==> src/rtl/cmd_src_pkg.sv <==
// Constants and types shared by the command source selector.
package cmd_src_pkg;

    // ---------------------------------------------------------------
    // Setting values
    // ---------------------------------------------------------------
    localparam logic [15:0] START_SRC_RESET = 16'h0000;
    localparam logic [15:0] SPEED_SRC_RESET = 16'h0000;
    localparam logic [15:0] PU_SRC_RESET    = 16'h270f;
    localparam logic [15:0] SRC_COMM        = 16'h0000;
    localparam logic [15:0] SRC_EXT         = 16'h0001;
    localparam logic [15:0] SPEED_EXT_PREF  = 16'h0002;
    localparam logic [15:0] PU_SRC_CONN     = 16'h0002;
    localparam logic [15:0] PU_SRC_PANEL    = 16'h0004;
    localparam logic [15:0] PU_SRC_AUTO     = 16'h270f;
    localparam logic [15:0] WP_ALL_WRITE    = 16'h0002;
    localparam logic [15:0] STARTUP_FOLLOW  = 16'h0000;
    localparam logic [15:0] STARTUP_NET     = 16'h0001;
    localparam logic [15:0] STARTUP_NET_SW  = 16'h000a;

    // ---------------------------------------------------------------
    // Operation modes (one-hot)
    // ---------------------------------------------------------------
    typedef enum logic [4:0] {
        MODE_PU    = 5'h01,
        MODE_EXT   = 5'h02,
        MODE_COMB3 = 5'h04,
        MODE_COMB4 = 5'h08,
        MODE_NET   = 5'h10
    } opMode_t;

    // Active authority holder, one-hot.
    typedef enum logic [3:0] {
        HOLD_PANEL = 4'h1,
        HOLD_UNIT  = 4'h2,
        HOLD_CONN  = 4'h4,
        HOLD_OTHER = 4'h8
    } holder_t;

endpackage : cmd_src_pkg

==> src/rtl/command_source_selector.sv <==
// Command source selector for a motor drive.
`timescale 1ns/1ps
`default_nettype none
module command_source_selector (
    input  wire logic              mclk,
    input  wire logic              arst_n,
    input  wire logic [15:0]       startSourceSelect,
    input  wire logic [15:0]       speedSourceSelect,
    input  wire logic [15:0]       puModeSourceSelect,
    input  wire logic [15:0]       writeProtectSelect,
    input  wire logic [15:0]       startupModeSelect,
    input  wire cmd_src_pkg::opMode_t modeSetting,
    input  wire logic              unitAttached,
    input  wire logic              modeSwitchReq,
    input  wire cmd_src_pkg::opMode_t modeSwitchTarget,
    input  wire logic              commStartReq,
    input  wire logic              commStopReq,
    input  wire logic              commSpeedReq,
    input  wire logic              commWriteReq,
    input  wire logic              commWriteAlways,
    input  wire logic              commClearReq,
    input  wire logic              commResetReq,
    input  wire logic              commReadReq,
    input  wire logic              commModbus,
    input  wire logic              commError,
    input  wire logic              panelStop,
    input  wire logic              termStartReq,
    input  wire logic              termResetReq,
    input  wire logic              termSpeedPresent,
    input  wire logic              termMultiSpeed,
    input  wire logic              termAnalog4,
    input  wire logic              currentInputSelect,
    output logic                   commStartOk,
    output logic                   commStopOk,
    output logic                   commSpeedOk,
    output logic                   commWriteOk,
    output logic                   commResetOk,
    output logic                   commReadOk,
    output logic                   commRefused,
    output logic                   termStartOk,
    output logic                   termSpeedOk,
    output logic                   termResetOk,
    output logic                   useCommSpeed,
    output logic                   panelStopIndication,
    output logic                   modeLampsOn,
    output logic [4:0]             activeMode,
    output logic [3:0]             activeHolder,
    output logic [15:0]            latchedPuSource
);

    // ---------------------------------------------------------------
    // State
    // ---------------------------------------------------------------
    // Settings are caught on the first clock after reset release, since
    // an asynchronous reset may only load constants.
    typedef struct packed {
        logic                 loaded;
        logic [15:0]          startSrc;
        logic [15:0]          speedSrc;
        logic [15:0]          puSrc;
        cmd_src_pkg::opMode_t mode;
        logic                 netSwap;
        logic                 errSeen;
        logic                 puStopped;
        logic                 cStartOk;
        logic                 cStopOk;
        logic                 cSpeedOk;
        logic                 cWriteOk;
        logic                 cResetOk;
        logic                 cReadOk;
        logic                 cRefused;
        logic                 tStartOk;
        logic                 tSpeedOk;
        logic                 tResetOk;
        logic                 useComm;
        logic                 stopInd;
        logic                 lamps;
        cmd_src_pkg::holder_t holder;
    } state_t;

    state_t stateQ;
    state_t stateD;

    logic srcConn;
    logic inPu;
    logic inNet;
    logic inExtComb;
    logic netStartComm;
    logic netSpeedComm;

    always_comb begin
        stateD = stateQ;
        srcConn = (stateQ.puSrc == cmd_src_pkg::PU_SRC_CONN);
        inPu = (stateQ.mode == cmd_src_pkg::MODE_PU);
        inNet = (stateQ.mode == cmd_src_pkg::MODE_NET);
        inExtComb = (stateQ.mode == cmd_src_pkg::MODE_EXT)
                  || (stateQ.mode == cmd_src_pkg::MODE_COMB3)
                  || (stateQ.mode == cmd_src_pkg::MODE_COMB4);
        netStartComm = (stateQ.startSrc == cmd_src_pkg::SRC_COMM);
        netSpeedComm = (stateQ.speedSrc == cmd_src_pkg::SRC_COMM)
                    || ((stateQ.speedSrc == cmd_src_pkg::SPEED_EXT_PREF)
                        && !termSpeedPresent);

        if (!stateQ.loaded) begin
            stateD.loaded   = 1'b1;
            stateD.startSrc = startSourceSelect;
            stateD.speedSrc = speedSourceSelect;
            stateD.puSrc    = puModeSourceSelect;
            stateD.netSwap  = (startupModeSelect == cmd_src_pkg::STARTUP_NET_SW);
            if ((startupModeSelect == cmd_src_pkg::STARTUP_NET
                 || startupModeSelect == cmd_src_pkg::STARTUP_NET_SW)
                && (modeSetting != cmd_src_pkg::MODE_PU)
                && (modeSetting != cmd_src_pkg::MODE_COMB3)
                && (modeSetting != cmd_src_pkg::MODE_COMB4)
                && (puModeSourceSelect != cmd_src_pkg::PU_SRC_CONN)) begin
                stateD.mode = cmd_src_pkg::MODE_NET;
            end else begin
                stateD.mode = modeSetting;
            end
        end else begin
            if (modeSwitchReq) begin
                if (!(srcConn && modeSwitchTarget == cmd_src_pkg::MODE_NET)) begin
                    stateD.mode = modeSwitchTarget;
                end
            end
        end

        // A later error clear is not modelled: the flag holds until reset.
        if (commError) begin
            stateD.errSeen = 1'b1;
        end
        if (panelStop) begin
            stateD.puStopped = 1'b1;
        end else if (termStartReq || commStartReq) begin
            stateD.puStopped = 1'b0;
        end

        case (stateQ.mode)
            cmd_src_pkg::MODE_PU: begin
                if (srcConn) begin
                    stateD.holder = cmd_src_pkg::HOLD_CONN;
                end else if (stateQ.puSrc == cmd_src_pkg::PU_SRC_AUTO && unitAttached) begin
                    stateD.holder = cmd_src_pkg::HOLD_UNIT;
                end else begin
                    stateD.holder = cmd_src_pkg::HOLD_PANEL;
                end
            end
            cmd_src_pkg::MODE_EXT,
            cmd_src_pkg::MODE_COMB3,
            cmd_src_pkg::MODE_COMB4,
            cmd_src_pkg::MODE_NET: begin
                stateD.holder = cmd_src_pkg::HOLD_OTHER;
            end
            default: begin
                stateD.holder = cmd_src_pkg::HOLD_OTHER;
            end
        endcase
        stateD.lamps = (stateD.holder == cmd_src_pkg::HOLD_PANEL);

        stateD.cStartOk = commStartReq && !(commModbus && inPu) && (srcConn
            ? (inPu || stateQ.mode == cmd_src_pkg::MODE_COMB4)
            : (inNet && netStartComm));
        stateD.cStopOk = commStopReq && !(commModbus && inPu) && (srcConn
            ? (inPu || stateQ.mode == cmd_src_pkg::MODE_COMB4
               || (inExtComb && stateQ.puStopped))
            : (inNet && netStartComm));
        stateD.cSpeedOk = commSpeedReq && !(commModbus && inPu) && (srcConn
            ? (inPu || stateQ.mode == cmd_src_pkg::MODE_COMB3)
            : (inNet && netSpeedComm));
        stateD.cWriteOk = commWriteReq && !commClearReq && !(commModbus && inPu)
            && ((srcConn ? !inNet && stateQ.mode != cmd_src_pkg::MODE_EXT : inNet)
                || commWriteAlways
                || writeProtectSelect == cmd_src_pkg::WP_ALL_WRITE);
        stateD.cResetOk = commResetReq && !stateQ.errSeen && !(commModbus && inPu)
            && (srcConn ? !inNet : inNet);
        stateD.cReadOk = commReadReq;
        stateD.cRefused = (commStartReq && !stateD.cStartOk)
            || (commStopReq && !stateD.cStopOk)
            || (commSpeedReq && !stateD.cSpeedOk)
            || (commWriteReq && !stateD.cWriteOk)
            || (commResetReq && !stateD.cResetOk);
        stateD.tStartOk = termStartReq && ((stateQ.mode == cmd_src_pkg::MODE_EXT)
            || (stateQ.mode == cmd_src_pkg::MODE_COMB3)
            || (inNet && !netStartComm));
        stateD.tSpeedOk = termSpeedPresent && ((stateQ.mode == cmd_src_pkg::MODE_EXT)
            || (stateQ.mode == cmd_src_pkg::MODE_COMB4)
            || (stateQ.mode == cmd_src_pkg::MODE_COMB3
                && (termMultiSpeed || (termAnalog4 && currentInputSelect)))
            || (inNet && !netSpeedComm));
        stateD.tResetOk = termResetReq;
        stateD.useComm = inNet && netSpeedComm;
        stateD.stopInd = stateQ.puStopped && inExtComb;
    end

    always_ff @(posedge mclk or negedge arst_n) begin
        if (!arst_n) begin
            stateQ <= '{loaded: 1'b0,
                        startSrc: cmd_src_pkg::START_SRC_RESET,
                        speedSrc: cmd_src_pkg::SPEED_SRC_RESET,
                        puSrc: cmd_src_pkg::PU_SRC_RESET,
                        mode: cmd_src_pkg::MODE_EXT,
                        holder: cmd_src_pkg::HOLD_OTHER,
                        default: 1'b0};
        end else begin
            stateQ <= stateD;
        end
    end

    assign commStartOk         = stateQ.cStartOk;
    assign commStopOk          = stateQ.cStopOk;
    assign commSpeedOk         = stateQ.cSpeedOk;
    assign commWriteOk         = stateQ.cWriteOk;
    assign commResetOk         = stateQ.cResetOk;
    assign commReadOk          = stateQ.cReadOk;
    assign commRefused         = stateQ.cRefused;
    assign termStartOk         = stateQ.tStartOk;
    assign termSpeedOk         = stateQ.tSpeedOk;
    assign termResetOk         = stateQ.tResetOk;
    assign useCommSpeed        = stateQ.useComm;
    assign panelStopIndication = stateQ.stopInd;
    assign modeLampsOn         = stateQ.lamps;
    assign activeMode          = stateQ.mode;
    assign activeHolder        = stateQ.holder;
    assign latchedPuSource     = stateQ.puSrc;
endmodule : command_source_selector
`default_nettype wire

==> config.mk <==
export PLATFORM = sky130hd
export DESIGN_NAME = command_source_selector
export DESIGN_NICKNAME = d
export VERILOG_FILES = /design/src/rtl/cmd_src_pkg.sv /design/src/rtl/command_source_selector.sv
export SDC_FILE = /design/constraint.sdc
export NUM_CORES = 1
export LEC_CHECK = 0
export BUFFER_PORTS_ARGS = -buffer_cell sky130_fd_sc_hd__buf_4
export CORE_AREA = 2 2 123 125
export DETAILED_ROUTE_END_ITERATION = 8
export DIE_AREA = 0 0 125 127
export GPL_ROUTABILITY_DRIVEN = 0
export GPL_TIMING_DRIVEN = 0
export RECOVER_POWER = 100
export SYNTH_ARGS = -nofsm -noshare
export SYNTH_HDL_FRONTEND = slang
export SYNTH_SLANG_ARGS = --single-unit
==> constraint.sdc <==
create_clock -name mclk -period 4.4 [get_ports mclk]
set_input_delay 1.1 -clock mclk [delete_from_list [all_inputs] [get_ports mclk]]
set_output_delay 1.1 -clock mclk [all_outputs]
set_load 0.02 [all_outputs]
* After elaboration in Yosys (flattened, before gate mapping)
Cells that the tools add are included.
** Word-level totals
- Register bits after elaboration :: 73
- Word-level logic and storage cells :: 125
- Output and inout port bits :: 38
** Operators by class
- Reduce and logical (&&, ||, !) cells :: 70
- Muxes and demuxes :: 14
- Equality and inequality tests :: 20
** Operator list (count)
- equality test 16 x 2 -> 1 bit, second input constant :: 3
- logical AND 1 bit :: 35
- logical NOT 16 bit :: 2
- two-way mux 5 bit :: 4
- logical OR 1 bit :: 19
- equality test 16 x 1 -> 1 bit, second input constant :: 1
- equality test 16 x 14 -> 1 bit, second input constant :: 1
- equality test 16 x 4 -> 1 bit, second input constant :: 1
- inequality test 16 x 2 -> 1 bit, second input constant :: 1
- logical NOT 1 bit :: 12
- equality test 5 bit, second input constant :: 2
- two-way mux 1 bit :: 7
- equality test 5 x 1 -> 1 bit, second input constant :: 1
- equality test 5 x 2 -> 1 bit, second input constant :: 1
- equality test 5 x 3 -> 1 bit, second input constant :: 1
- equality test 5 x 4 -> 1 bit, second input constant :: 1
- inequality test 5 x 1 -> 1 bit, second input constant :: 1
- inequality test 5 x 2 -> 1 bit, second input constant :: 1
- inequality test 5 x 3 -> 1 bit, second input constant :: 1
- inequality test 5 x 4 -> 1 bit, second input constant :: 1
- equality test 4 x 1 -> 1 bit, second input constant :: 1
- two-way mux 4 bit :: 1
- inequality test 2 bit, second input constant :: 2
- two-way mux 3 bit :: 1
- other kinds (3) :: 3

* Depth between registers and ports, before layout
Gate-level depths: netlist of run 1.
- Depth after elaboration :: 13
- Mapped depth :: 7
- Gate-level depth less buffers :: 6

* Worst setup path before layout of run 1
No wires, ideal clock.
- Kind :: input port to flip-flop
- From :: in modeSwitchTarget[2]
- To :: reg stateQ (netlist bit activeMode[4])
- Required time :: 4253 ps
- Arrival :: 2405 ps
- Buffers on the path :: 0
- Cell stages on the path :: 4
- Library setup time :: 147 ps
- Setup slack :: 1848 ps
- Cells stage by stage :: or4b_1 or3_1 o32ai_4 a222oi_1
** Between the ends
- Longest elaborated chain between the ends :: 4
** RTL lines
- start: declaration :: line command_source_selector.sv:15 : input wire cmd_src_pkg::opMode_t modeSwitchTarget,
- equality test 5 bit :: line command_source_selector.sv:122 : if (!(srcConn && modeSwitchTarget == cmd_src_pkg::MODE_NET)) begin
- logical AND 1 bit :: line command_source_selector.sv:122
- inequality test 2 bit (no source line)
- AND reduction 2 bit (no source line)
- end signal: assignment :: line command_source_selector.sv:197 : stateQ <= '{loaded: 1'b0,
- end signal: assignment :: line command_source_selector.sv:205 : stateQ <= stateD;
- end: declaration :: line command_source_selector.sv:81 : state_t stateQ;
No other way between the ends.
A chain may end at the register's enable or synchronous reset.

* Worst setup path after layout of run 1
Ends and elaborated chain as after synthesis.

==> impl_metrics.yaml, run 1 <==
cts:
  clock_path_buffers: 2
  root_buffer: "clkbuf_16"
  cts.sinks: 73
  cts_resized: 0
  cts_hold_buf: 0
  worstSkewPairLatency_ns: 0.33
  numCtsBuffers: 9
  cts_max_level: 3
  post-cts-setup-buffers: 0
  clk_pin_slew_ns: 0.06
  cts_tree: "done"
timing:
  setup_viol: 0
  skew_ns: 0.00937
  fin_crit_sh_pct: 64.8
  tightest_slew_ns: 1.81
  fmax_mhz: 351
  holdWs_ns: 0.490
  slew_headroom_pct: -20.6
  fin_ws_ns: 1.55
  hold_viol_final: 0
  rsz0062_at_grt: "no"
  period_needed_ns: 2.85
  tns_ns: 0
  slew_violations: 74
global_route:
  groute.layer.met2.usage_pct: 19.9
  grt_max_degree: 74
  grt_pass1_vias: 2973
  met3_usage_pct: 3.39
  grt_pass1_wl_um: 14900
  use_met1_pct: 15.4
  gr-total-overflow: 0
  grt.busiest_layer: "met2"
  grt_use_total_pct: 12.1
  antenna_found_initial: 0
yosys:
  synth_edf_count: 0
  synthArstFlopShare_pct: 100
  syn_area_um2: 3450
  synth_fa_ha_area_share_pct: 0
  synth-compound-area-share_pct: 6.96
  synthXorXnorAreaFrac_pct: 1.27
  synthSimpleGateAreaFrac_pct: 14.5
  synth_seq_cells: 73
  synth_flop_cell: "dfrtp_1"
  synth_top_family_by_area: "multiplexers"
  seq_area_frac_synth_pct: 53.3
  synthDistinctLibCells: 47
  synth_top_area_share_pct: 45.7
  yosys_warnings: 0
  syn_inst: 292
  synth.area.top_cells: "dfrtp_1 46%, mux2_2 16%, dfstp_2 7.6%"
  avgSynthCellArea_um2: 11.8
  yosys.area.top_type: "dfrtp_1"
  synth_most_common_cell: "dfrtp_1"
  synth_common_cells: "63 x dfrtp_1, 48 x mux2_2, 26 x buf_4"
  syn_nets: 403
  muxShareOfSynthArea_pct: 15.9
power_and_ir_drop:
  max-vdd-ir-drop_uv: 166
  power_density_nw_per_um2: 374
  p_leak_nw: 2.18
drt:
  drt_first_pass_iters: 4
  drt_iter0_markers: 82
  ant_nets: 0
  viasPerCell: 4.42
  vias: 2828
  wl_per_cell_um: 14.9
  wl_um: 9510
  drc: 0
min_path:
  holdPathEnd: "stateQ[18]$_DFFE_PN0P_"
  hold_start: "stateQ[18]$_DFFE_PN0P_"
  hold_depth: 1
  min_path_type: "register to register"
final_layout:
  final_core_util_pct: 34.5
  n_antenna_cell: 0
  fillers: 1487
  drive_above_1_share_pct: 46.9
  instances_no_fill: 640
  syn_to_final_growth_pct: 44.3
  final_nets: 562
critical_path:
  r2r_slack_ns: 1.83
  r2r-end: "activeMode[4]$_DFFE_PN0P_"
  slowest_stage: "o32ai_1"
  critPathMaxStageDelay_ns: 0.75
  timing.rr.start: "latchedPuSource[7]$_DFFE_PN0N_"
  rr_worst_depth: 4
  critPathKind: "input port to register"
  crit_chain: "clkbuf_4 -> or4b_1 -> or3_1 -> o32ai_1 -> a222oi_1"
  worstPathRequired_ns: 4.57
  cp.arrival_ns: 3.02
  end_kind: "register"
  crit_fanout: 9
  start_kind: "input port"
floorplan:
  die_w_um: 125
  start_util_pct: 23.9
  fp.dieH_um: 127
  io_pins: 149
  core_area_um2: 14400
  row_count: 44
  design.die.area_um2: 15900
flow_run:
  max_cap_violations: 1
placement:
  portBuffers: 148
  dp_slack_ns: 1.63
  dp_hpwl_um: 7580
  place_inst: 624
status:
  status: "finished with violations"
  violations: "max-capacitance violations, max-slew violations"
[registers in the layout, summed over array words and instances (netlist names), 4 cells and up]
register / flops
stateQ: 35
activeMode: 5
latchedPuSource: 16
activeHolder: 4
[per-stage QoR]
| stage | instance area [µm²] | power [mW] |
|---|---|---|
| after floorplan | 3450 | 0.940 |
| after global placement | 4790 | 1.10 |
| after detailed placement | 4790 | 1.11 |
| after CTS | 5120 | 1.92 |
| after global routing | 4980 | 1.97 |
| final | 4980 | 1.86 |
[where the power goes]
group,switching [mW],internal (mW)
logic,0.141,0.169
registers,0.0346,0.731
clock network,0.274,0.514
[how the worst max path moves through the flow]
stage	startpoint	end	slack [ns]
2_1_floorplan	modeSwitchTarget[2]	activeMode[4]$_DFFE_PN0P_	1.85
3_3_place_gp	startupModeSelect[7]	activeMode[2]$_DFFE_PN0P_	1.63
3_5_place_dp	modeSwitchTarget[2]	activeMode[3]$_DFFE_PN0P_	1.63
4_1_cts	modeSwitchTarget[2]	activeMode[3]$_DFFE_PN0P_	2.00
5_1_grt	modeSwitchTarget[2]	activeMode[3]$_DFFE_PN0P_	1.40
6_report	modeSwitchTarget[2]	activeMode[4]$_DFFE_PN0P_	1.55
[critical path: cells and delay by family]
family | cells | cell delay (ns)
AO/OA/AOI/OAI | 2 | 1.00
AND/OR/NAND/NOR | 2 | 0.80
buffers and inverters | 1 | 0.12
[cells by family (layout without fill, tap and decap cells)]
kind of cell / after synthesis / count (layout)
buf+inv: 45 / 209
flops: 73 / 73
other cells: 1 / 1
mux: 49 / 49
compound gates: 32 / 32
simple gates: 87 / 87
xor+xnor: 5 / 5
[placed cells by master (no fill, tap or decap), types with 9 or more instances in the layout]
master       n
buf_4      138
clkbuf_1    39
clkbuf_16    9
dfrtp_1     63
inv_1        9
mux2_2      48
nand2_1     14
nor2_1      13
nor4_1      19
o21ai_0      9
[layout make-up]
| type | count | area (µm²) | share of cell area (%) |
|---|---|---|---|
| Tap cell | 184 | 230 | 4.62 |
| Buffer | 36 | 241 | 4.85 |
| Inverter | 9 | 33.8 | 0.678 |
| Clock buffer | 12 | 246 | 4.95 |
| Clock inverter | 4 | 76.3 | 1.53 |
| Timing Repair Buffer | 148 | 1000 | 20.1 |
| Sequential cell | 73 | 1840 | 36.9 |
| Multi-Input combinational cell | 174 | 1320 | 26.4 |
[metal layers]
layer  routed length (µm)  part of all wire, %
met3                  529                  5.6
met5                    0                    0
met1                 4310                   45
met4                  130                  1.4
met2                 4530                   48
No activity file was read; power rests on OpenSTA's default activity.
==> run 2, diff against run 1 <==
==> constraint.sdc (replaced) <==
create_clock -name mclk -period 2.85 [get_ports mclk]
set_input_delay 0.7125 -clock mclk [delete_from_list [all_inputs] [get_ports mclk]]
set_output_delay 0.7125 -clock mclk [all_outputs]
set_load 0.02 [all_outputs]
==> impl_metrics.yaml, run 2 (synthesis results as in run 1) <==
timing:
  period_needed_ns: 2.33
  tightest_slew_ns: 1.81
  skew_ns: 0.00941
  rsz0062_at_grt: "no"
  tns_ns: 0
  hold_viol_final: 0
  slew_headroom_pct: -20.5
  fin_crit_sh_pct: 81.6
  slew_violations: 74
  fmax_mhz: 430
  setup_viol: 0
  fin_ws_ns: 0.525
floorplan:
  io_pins: 149
  fp.dieH_um: 127
  core_area_um2: 14400
  start_util_pct: 23.9
  die_w_um: 125
  design.die.area_um2: 15900
  row_count: 44
drt:
  vias: 2834
  wl_um: 9510
  ant_nets: 0
  drc: 0
  drt_first_pass_iters: 4
  viasPerCell: 4.43
  drt_iter0_markers: 89
  wl_per_cell_um: 14.9
cts:
  cts_resized: 0
  cts.sinks: 73
  cts_tree: "done"
  post-cts-setup-buffers: 0
  clk_pin_slew_ns: 0.06
  cts_hold_buf: 0
  clock_path_buffers: 2
  root_buffer: "clkbuf_16"
  cts_max_level: 3
  numCtsBuffers: 9
  worstSkewPairLatency_ns: 0.34
final_layout:
  drive_above_1_share_pct: 47.4
  mostFrequentLayoutCells: "139 x buf_4, 63 x dfrtp_1, 48 x mux2_2, 38 x clkbuf_1, 19 x nor4_1"
  final_core_util_pct: 34.7
  final_nets: 562
  largest_register: "stateQ"
  final_common_cell: "buf_4"
  n_antenna_cell: 0
  syn_to_final_growth_pct: 44.9
  fin_area_um2: 5000
  largest_register_ff_count: 35
power_and_ir_drop:
  max-vdd-ir-drop_uv: 256
  power_density_nw_per_um2: 576
  p_leak_nw: 2.18
flow_run:
  max_cap_violations: 1
critical_path:
  worstPathRequired_ns: 3.05
  start_kind: "register"
  slowest_stage: "nor4_1"
  crit_chain: "nor4_1 -> nand2_1 -> nor2_1 -> nand4bb_1 -> a32oi_1 -> o2111ai_1"
  critPathMaxStageDelay_ns: 0.61
  cp.arrival_ns: 2.52
  crit_fanout: 5
  r2r_slack_ns: 0.52
  critPathKind: "register to register"
  end_kind: "register"
placement:
  dp_slack_ns: 0.468
  dp_hpwl_um: 7580
  portBuffers: 148
  placed_area_um2: 4790
global_route:
  grt_pass1_vias: 2973
  grt_pass1_wl_um: 14900
  grt_max_degree: 74
  gr-total-overflow: 0
  grt_use_total_pct: 12.1
  antenna_found_initial: 0
min_path:
  min_path_type: "register to register"
status:
  status: "finished with violations"
  violations: "max-capacitance violations, max-slew violations"
[run 2: cell count changes in the layout (fill, tap and decap cells not counted), sizes merged]
cell    change
clkbuf      -2
buf         +2
[run 2: metrics by stage]
stage / std cells / power (mW) / hold slack, ns
floorplan: 292 / 1.45 / 0.417
global placement: 624 / 1.70 / 0.471
detailed placement: 624 / 1.72 / 0.477
CTS: 640 / 2.96 / 0.465
global route: 640 / 3.04 / 0.485
finish: 640 / 2.88 / 0.490
[run 2: per-layer routing]
layer / global-route usage [%] / up-vias / share of wire (%)
met5: 0 / - / 0
met4: 4.51 / 0 / 1.4
met3: 3.39 / 7 / 5.6
met2: 19.9 / 107 / 48
met1: 15.4 / 1361 / 45
li1: - / 1359 / -
[run 2: worst paths after layout]
check | startpoint | end | cells after the start
max | latchedPuSource[7]$_DFFE_PN0N_ | commRefused$_DFF_PN0_ | 6
min | stateQ[18]$_DFFE_PN0P_ | stateQ[18]$_DFFE_PN0P_ | 1
max reg2reg | latchedPuSource[7]$_DFFE_PN0N_ | commRefused$_DFF_PN0_ | 6
min reg2reg | stateQ[18]$_DFFE_PN0P_ | stateQ[18]$_DFFE_PN0P_ | 1
max in group asynchronous | arst_n | stateQ[66]$_DFFE_PN0N_ | 1
min in group asynchronous | arst_n | termResetOk$_DFF_PN0_ | 1
[run 2: area by class of cell]
| cell class | count | area [µm²] |
|---|---|---|
| buffer | 36 | 243 |
| clock buffer | 12 | 246 |
| inverter | 9 | 33.8 |
| multi-input combinational | 174 | 1330 |
| fill | 1485 | 9420 |
| sequential | 73 | 1840 |
| timing repair buffer | 148 | 1000 |
| tap | 184 | 230 |
| clock inverter | 4 | 76.3 |
[run 2: critical path, delay by kind of cell (launching register included)]
kind               cells  cell delay [ns]
AOI/OAI and AO/OA      2             0.34
and+or+nand+nor        4             1.45
DFF                    1             0.39
[run 2: power breakdown]
| group | switching (mW) | total [mW] | internal, mW |
|---|---|---|---|
| clock network | 0.425 | 1.22 | 0.794 |
| registers | 0.0534 | 1.18 | 1.13 |
| logic | 0.219 | 0.481 | 0.262 |
| total | 0.697 | 2.88 | 2.18 |
